<file path="src/sram_host_pkg.sv">
package sram_host_pkg;

	// ************************************************************
	// Widths and timing
	// ************************************************************
	localparam int ADDR_W = 18;
	localparam int DATA_W = 16;
	localparam int CLK_PERIOD_NS = 25;
	localparam int WRITE_PULSE_MIN_NS = 8;
	localparam int ADDR_SETUP_MIN_NS = 0;
	localparam int WRITE_RECOVERY_MIN_NS = 0;
	localparam int SELECT_TO_WRITE_END_MIN_NS = 8;
	localparam int READ_ACCESS_MAX_NS = 12;
	// Least times round up and never fall below one cycle.
	localparam int WRITE_PULSE_CYC = ((WRITE_PULSE_MIN_NS + CLK_PERIOD_NS - 1) / CLK_PERIOD_NS < 1)
		? 1 : (WRITE_PULSE_MIN_NS + CLK_PERIOD_NS - 1) / CLK_PERIOD_NS;
	localparam int SELECT_TO_END_CYC = ((SELECT_TO_WRITE_END_MIN_NS + CLK_PERIOD_NS - 1)
		/ CLK_PERIOD_NS < 1) ? 1 : (SELECT_TO_WRITE_END_MIN_NS + CLK_PERIOD_NS - 1) / CLK_PERIOD_NS;
	localparam int READ_CYC = ((READ_ACCESS_MAX_NS + CLK_PERIOD_NS - 1) / CLK_PERIOD_NS < 1)
		? 1 : (READ_ACCESS_MAX_NS + CLK_PERIOD_NS - 1) / CLK_PERIOD_NS;
	localparam int CNT_W = 4;
	localparam logic [CNT_W-1:0] PULSE_COUNT = CNT_W'(WRITE_PULSE_CYC > SELECT_TO_END_CYC
		? WRITE_PULSE_CYC : SELECT_TO_END_CYC);
	localparam logic [CNT_W-1:0] READ_COUNT = CNT_W'(READ_CYC);
	// Read data passes two flip-flops before it is taken.
	localparam int SYNC_STAGES = 2;
	localparam logic [CNT_W-1:0] SYNC_COUNT = CNT_W'(SYNC_STAGES);

	// ************************************************************
	// Types
	// ************************************************************
	typedef enum logic [4:0] {
		ST_IDLE  = 5'h01,
		ST_SETUP = 5'h02,
		ST_PULSE = 5'h04,
		ST_READ  = 5'h08,
		ST_END   = 5'h10
	} state_t;

	typedef struct packed {
		logic              write;
		logic [ADDR_W-1:0] addr;
		logic [DATA_W-1:0] wdata;
		logic [1:0]        lanes;
	} request_t;

	typedef struct packed {
		logic              chip_select_n;
		logic              output_enable_n;
		logic              write_enable_n;
		logic              low_lane_select_n;
		logic              high_lane_select_n;
		logic [ADDR_W-1:0] addr;
		logic [DATA_W-1:0] data_out;
		logic              data_oe_n;
	} pins_t;

	// Pin values after reset: every strobe high and the data drivers off.
	localparam pins_t PINS_IDLE = '{
		chip_select_n: 1'b1, output_enable_n: 1'b1, write_enable_n: 1'b1,
		low_lane_select_n: 1'b1, high_lane_select_n: 1'b1,
		addr: '0, data_out: '0, data_oe_n: 1'b1};

	typedef struct packed {
		state_t            state;
		logic [CNT_W-1:0]  count;
		request_t          req;
		pins_t             pins;
		logic              busy;
		logic              rvalid;
		logic [DATA_W-1:0] rdata;
		logic [DATA_W-1:0] sync1;
		logic [DATA_W-1:0] sync2;
	} regs_t;

endpackage : sram_host_pkg

</file>
<file path="src/sram_host.sv">
// Notes on behaviour
// - Address changes only with enable or select high.
// - Never drive data while memory reads out.
// - Address settled before window opens.
// - Address held until window closes.
// - Select low long enough before write end.
`timescale 1ns/1ps
module sram_host (
	// Clock and reset
	input  wire logic                              clk,
	input  wire logic                              reset,
	input  wire logic                              clk_en,
	// Request side
	input  wire logic                              req_valid,
	input  wire sram_host_pkg::request_t           req,
	output logic                                   busy,
	output logic                                   rvalid,
	output logic [sram_host_pkg::DATA_W-1:0]       rdata,
	// Memory pins
	output sram_host_pkg::pins_t                   pins,
	input  wire logic [sram_host_pkg::DATA_W-1:0]  data_in
);

	// ************************************************************
	// State
	// ************************************************************
	sram_host_pkg::regs_t r;
	sram_host_pkg::regs_t next_r;

	// ************************************************************
	// Sequencer
	// ************************************************************
	always_comb begin
		next_r = r;
		next_r.rvalid = 1'b0;
		next_r.sync1 = data_in;
		next_r.sync2 = r.sync1;
		case (r.state)
			sram_host_pkg::ST_IDLE: begin
				// Requests made while busy are dropped without notice.
				next_r.busy = 1'b0;
				if (req_valid) begin
					// Address moves while every strobe is high.
					next_r.req = req;
					next_r.pins.addr = req.addr;
					next_r.busy = 1'b1;
					next_r.state = sram_host_pkg::ST_SETUP;
				end
			end
			sram_host_pkg::ST_SETUP: begin
				// Select, the requested lane selects and the access strobe fall together, so the window opens on this edge.
				next_r.pins.chip_select_n = 1'b0;
				// Lower lane is bits 7:0, upper lane bits 15:8.
				next_r.pins.low_lane_select_n = ~r.req.lanes[0];
				next_r.pins.high_lane_select_n = ~r.req.lanes[1];
				next_r.count = '0;
				if (r.req.write) begin
					// Output enable stays high so the memory never drives.
					next_r.pins.write_enable_n = 1'b0;
					next_r.pins.data_out = r.req.wdata;
					next_r.pins.data_oe_n = 1'b0;
					next_r.state = sram_host_pkg::ST_PULSE;
				end else begin
					// Our drivers are off while the memory reads out.
					next_r.pins.output_enable_n = 1'b0;
					next_r.pins.data_oe_n = 1'b1;
					next_r.state = sram_host_pkg::ST_READ;
				end
			end
			sram_host_pkg::ST_PULSE: begin
				next_r.count = r.count + 1'b1;
				// Pulse and select held for the minimum width.
				if (r.count + 1'b1 >= sram_host_pkg::PULSE_COUNT) begin
					// Write enable rises first and closes the window.
					next_r.pins.write_enable_n = 1'b1;
					next_r.state = sram_host_pkg::ST_END;
				end
			end
			sram_host_pkg::ST_READ: begin
				next_r.count = r.count + 1'b1;
				// Two extra cycles let the synchroniser settle.
				if (r.count >= sram_host_pkg::READ_COUNT + sram_host_pkg::SYNC_COUNT) begin
					next_r.rdata = r.sync2;
					next_r.rvalid = 1'b1;
					next_r.pins.output_enable_n = 1'b1;
					next_r.state = sram_host_pkg::ST_END;
				end
			end
			sram_host_pkg::ST_END: begin
				// Address and data held past the closing edge.
				next_r.pins.chip_select_n = 1'b1;
				next_r.pins.low_lane_select_n = 1'b1;
				next_r.pins.high_lane_select_n = 1'b1;
				next_r.pins.data_oe_n = 1'b1;
				next_r.busy = 1'b0;
				next_r.state = sram_host_pkg::ST_IDLE;
			end
			default: begin
				next_r.state = sram_host_pkg::ST_IDLE;
			end
		endcase
	end

	always_ff @(posedge clk) begin
		if (reset) begin
			// Reset parks every strobe high so the memory stays in standby.
			r.state <= sram_host_pkg::ST_IDLE;
			r.count <= '0;
			r.req <= '0;
			r.pins <= sram_host_pkg::PINS_IDLE;
			r.busy <= 1'b0;
			r.rvalid <= 1'b0;
			r.rdata <= '0;
			r.sync1 <= '0;
			r.sync2 <= '0;
		end else if (clk_en) begin
			r <= next_r;
		end
	end

	assign busy = r.busy;
	assign rvalid = r.rvalid;
	assign rdata = r.rdata;
	assign pins = r.pins;
endmodule : sram_host

</file>
<file path="config.mk">
export PLATFORM = sky130hd
export DESIGN_NAME = sram_host
export DESIGN_NICKNAME = d
export VERILOG_FILES = /design/src/sram_host_pkg.sv /design/src/sram_host.sv
export SDC_FILE = /design/constraint.sdc
export NUM_CORES = 1
export LEC_CHECK = 0
export BUFFER_PORTS_ARGS = -buffer_cell sky130_fd_sc_hd__buf_2
export CAP_MARGIN = 20
export CORE_MARGIN = 1
export CORE_UTILIZATION = 40
export CTS_BUF_LIST = sky130_fd_sc_hd__clkbuf_2 sky130_fd_sc_hd__clkbuf_4 sky130_fd_sc_hd__clkbuf_8
export CTS_CLUSTER_DIAMETER = 30
export DETAILED_ROUTE_END_ITERATION = 8
export GPL_TIMING_DRIVEN = 0
export PLACE_DENSITY = 0.73
export SLEW_MARGIN = 20
export SYNTH_ARGS = -nofsm -noshare
export SYNTH_HDL_FRONTEND = slang
export SYNTH_SLANG_ARGS = --single-unit
</file>
<file path="constraint.sdc">
create_clock -name clk -period 1.9 [get_ports clk]
set_clock_uncertainty 0.05 [all_clocks]
set_input_delay 0.57 -clock clk [delete_from_list [all_inputs] [get_ports clk]]
set_output_delay 0.57 -clock clk [all_outputs]
set_load 0.02 [all_outputs]
</file>
; After elaboration in Yosys (flattened, before gate mapping)
; Index checks and enable logic that the tools add are counted.
[word_totals]
register_bits = 118
latchBits = 0
mem_bits_rw = 0
rom_bits = 0
wordCells = 68
mem_count = 0
[op_classes]
addsub = 1
n_mul = 0
div = 0
magnitude_cmp = 2
eq_ne = 10
shift = 0
n_mux = 20
bitwise_logic = 2
n_reduce_logical = 15
[op_table]
columns = operator, n
row1 = 2-to-1 mux 17 bit, 2
row2 = case mux 5 bit (4 select lines), 1
row3 = 2-to-1 mux 5 bit, 3
row4 = AND reduction 4 bit, 3
row5 = "inequality test 2 bit, second input constant", 5
row6 = case mux 1 bit (2 select lines), 5
row7 = nonzero test 2 bit, 5
row8 = AND reduction 3 bit, 3
row9 = case mux 4 bit (2 select lines), 1
row10 = 2-to-1 mux 1 bit, 6
row11 = AND reduction 2 bit, 3
row12 = "equality test 5 x 1 -> 1 bit, second input constant", 1
row13 = "equality test 5 x 2 -> 1 bit, second input constant", 1
row14 = "equality test 5 x 3 -> 1 bit, second input constant", 1
row15 = "equality test 5 x 4 -> 1 bit, second input constant", 1
row16 = "equality test 5 bit, second input constant", 1
row17 = "adder 4 x 1 -> 4 bit, second input constant", 1
row18 = ">= comparator 4 x 1 -> 1 bit, second input constant", 1
row19 = ">= comparator 4 x 2 -> 1 bit, second input constant", 1
row20 = 2-to-1 mux 4 bit, 1
row21 = case mux 2 bit (2 select lines), 1
row22 = inverter 1 bit, 2
row23 = OR reduction 2 bit, 1

; Longest topological paths before layout
[depth]
ltp_word = 4
mapped_depth = 7
ltp_nobuf = 6

; Least setup slack after synthesis
; Ideal clock, no wire load.
[synth_path]
path_type = input to register
start = input clk_en
end = register, netlist name pins[30]
setup_time_ns = 0.132
arrival_time_ns = 1.578
t_required_ns = 1.718
setup_slack_ns = 0.140
cell_stages = 7
n_path_buf = 3
path_cell_list = clkbuf_1 > nor2b_1 > nand3_1 > buf_2 > buf_1 > nand2_1 > a21oi_1
[synth_via]
elab_chain_cells = 1
[synth_lines]
columns = element, line_no
row1 = from (decl), sram_host.sv:12  ; input wire logic clk_en,
row2 = AND reduction 3 bit (no source line), -
; Every way passes these cells.
; A chain may end at the register's enable or synchronous reset.

; Worst setup path in the final report
[layout_path]
start = register r[133] (netlist name)
end = register, netlist name pins[12]
[layout_via]
elab_chain_cells = 2
[layout_lines]
columns = element, line_no
row1 = from (decl), sram_host.sv:27  ; sram_host_pkg::regs_t r;
row2 = from (signal assigned), sram_host.sv:117  ; r <= next_r;
row3 = equality test 5 x 2 -> 1 bit, sram_host.sv:38  ; case (r.state)
row4 = AND reduction 3 bit (no source line), -
; Every way passes these cells.

==> flow_metrics.py <==
metrics = {
    "sta": {
        "finalCritPeriodShare": 0.9324,
        "setup_tns_ns": 0,
        "hold_violations": 0,
        "rsz0062_at_grt": "true",
        "maxClockFrequency_mhz": 564.5,
        "min_period_ns": 1.772,
        "drv_slew": 0,
        "whs_ns": 0.3253,
        "max-slew-margin-rel": 0.6214,
        "setup_viol": 0,
        "worstMarginPinSlew_ns": 0.5679,
    },
    "layout": {
        "multiInputGateArea_sq_mm": 0.001933,
        "mostFrequentLayoutCells": "buf_2, dfxtp_1, nand2_1",
        "final_common_cell": "buf_2",
        "fill_cells": 1086,
        "regArea_sq_mm": 0.002364,
        "insertedDiodeCount": 0,
        "drive_gt1_frac": 0.3252,
        "syn2layout_area_growth_pct": 24.67,
        "final_nets": 745,
    },
    "place": {
        "place.gp.congestion": 0.7824,
        "place_hpwl_um": 8007,
        "port_buffers": 113,
    },
    "global_route": {
        "grt_max_degree": 17,
        "grt_first_pass_wirelength_um": 18110,
        "antenna_found_initial": 0,
        "grt_pass1_vias": 3929,
        "grtUsageTotal": 0.1803,
        "gr-total-overflow": 0,
    },
    "logic_synthesis": {
        "synth-xor-area-share": 0.003586,
        "yosys_most_used_dff": "dfxtp_1",
        "synth_top_family_by_area": "simple AND/OR/NAND/NOR gates",
        "synth_area_sq_mm": 0.004885,
        "async_reset_ff_frac": 0,
        "yosysWarnings": 0,
        "syn-num-nets": 615,
        "synth_compound_area_frac": 0.09016,
        "ys_seq_elements": 118,
        "yosys.area_share.adder": 0.005123,
        "synth.mux.area_fraction": 0.1025,
        "netlist_instances": 556,
        "synth_seq_area_share": 0.4836,
        "yosysUniqueCellTypes": 43,
        "yosys.area_share.simple": 0.1890,
        "synth_edf_count": 0,
        "avgSynthCellArea_sq_um": 8.785,
    },
    "die": {
        "die_y_um": 112.5,
        "ios": 115,
        "die_x_um": 112.5,
        "dieArea_sq_mm": 0.01266,
        "coreArea_sq_mm": 0.01166,
        "initial_utilization": 0.4188,
        "row_count": 39,
    },
    "power": {
        "peakVddDrop_mv": 0.7043,
        "power_density_mw_per_mm2": 918.6,
        "total_power_mw": 5.594,
        "p_leak_nw": 2.753,
    },
    "clock_network": {
        "root_buffer": "clkbuf_8",
        "cts_buffers": 17,
        "cts_hold_buf": 0,
        "clkLatencyLatePin_ns": 0.42,
        "ctsResizeCount": 0,
        "cts_sinks": 118,
        "clk_path_buf_depth": 2,
        "h-tree-depth": 4,
        "tritoncts": "done",
        "clk_pin_slew_ns": 0.07,
        "cts_setup_buffers": 0,
    },
    "detailed_routing": {
        "via_per_inst": 4.769,
        "antenna_left": 0,
        "wire_per_inst_um": 12.96,
        "drc": 0,
        "firstDrtPassIters": 4,
        "wl_um": 10900,
        "num_vias": 4011,
        "drt-initial-drc-count": 143,
    },
    "setup_path": {
        "worst_path_max_delay_cell": "dfxtp_1",
        "critPathMaxFanout": 10,
        "start_kind": "register",
        "cp-end-kind": "register",
        "worstPathCellList": "buf_2 > and3b_1 > and3_1 > buf_2 > buf_2 > nand2_1 > a21oi_1",
        "criticalPathCategory": "reg -> reg",
        "max_stage_delay_ns": 0.31,
        "crit_arrival_ns": 2.07,
        "crit_top_cell": "buf_2",
        "crit_required_ns": 2.20,
    },
    "hold_path": {
        "hold_class": "in -> reg",
    },
    "status": {
        "outcome": "finished clean",
    },
    "job": {
        "drv_cap": 0,
    },
}
[metrics by stage]
stage | worst slack, ns | cell area, sq um | std cells | utilization
6_report | 0.1284 | 6090 | 841 | 0.5222
5_1_grt | -0.003155 | 6090 | 841 | 0.5222
4_1_cts | 0.01122 | 6073 | 843 | 0.5208
3_5_place_dp | -0.2576 | 5629 | 812 | 0.4827
3_3_place_gp | -0.2098 | 5629 | 812 | 0.4827
2_1_floorplan | 0.1400 | 4885 | 556 | -
[final timing paths]
path | slack (ns) | start | depth (start not counted) | end
setup / recovery | 0.13 | r[133] | 7 | pins[12]
setup reg to reg | 0.13 | r[133] | 7 | pins[12]
hold / removal | 0.33 | req[29] | 3 | pins[28]
hold reg to reg | 0.40 | r[105] | 2 | pins[14]
[cell usage after synthesis (2+ instances only)]
master | count | area (sq um)
nand3_1 | 8 | 40.04
ha_1 | 2 | 25.02
dfxtp_1 | 118 | 2362
nand3b_1 | 3 | 22.52
a21oi_1 | 61 | 305.3
nor4_1 | 2 | 12.51
nand2_1 | 110 | 412.9
nor3_2 | 2 | 20.02
nor2_1 | 56 | 210.2
nand2b_1 | 5 | 31.28
buf_4 | 61 | 457.9
a31oi_1 | 3 | 18.77
nor3_1 | 3 | 15.01
o22ai_1 | 3 | 18.77
o21ai_1 | 2 | 10.01
buf_1 | 2 | 7.510
xor2_1 | 2 | 17.52
o211ai_1 | 2 | 15.01
nand4_1 | 3 | 18.77
nor2b_1 | 4 | 25.02
clkbuf_1 | 16 | 60.06
inv_1 | 5 | 18.77
buf_2 | 12 | 60.06
mux2i_1 | 50 | 500.5
and3_1 | 3 | 18.77
[state kept, by name, indices dropped and copies added, names as in the netlist]
register  count
r            44
pins         40
rvalid        1
busy          1
next_r       16
rdata        16
[where the power goes]
| group | internal (mW) | leakage, nW | switching, mW |
|---|---|---|---|
| combinational | 0.202 | 1.57 | 0.264 |
| sequential | 2.56 | 0.960 | 0.0495 |
| clock | 1.57 | 0.226 | 0.950 |
[cell families after synthesis]
kind of cell	Yosys count
buffers and inverters	97
multiplexers	50
AO/OA/AOI/OAI	79
adder cells (fa/ha/maj)	2
AND/OR/NAND/NOR	208
XOR/XNOR	2
flip-flops	118
[per-layer routing]
metal	vias up	wire length (um)	track usage
met5	-	0	0
met4	0	85	0.04533
met3	15	654	0.06102
met2	117	5112	0.3056
met1	1825	5044	0.2195
li1	2054	-	-
[worst max-delay path, delay by kind of cell (launching register included)]
kind / cells / cell delay, ns
AND/OR/NAND/NOR: 3 / 0.57
flip-flops: 1 / 0.31
AO/OA/AOI/OAI: 1 / 0.13
buffers and inverters: 3 / 0.64
[layout make-up]
cell class,count,share of cell area
buffer,90,0.09616
inverter,5,0.003082
clock inverter,8,0.02404
multi-input combinational,341,0.3174
sequential,118,0.3881
clock buffer,23,0.04890
tap,143,0.02938
timing repair buffer,113,0.09287
(Power assumes the default switching activity.)
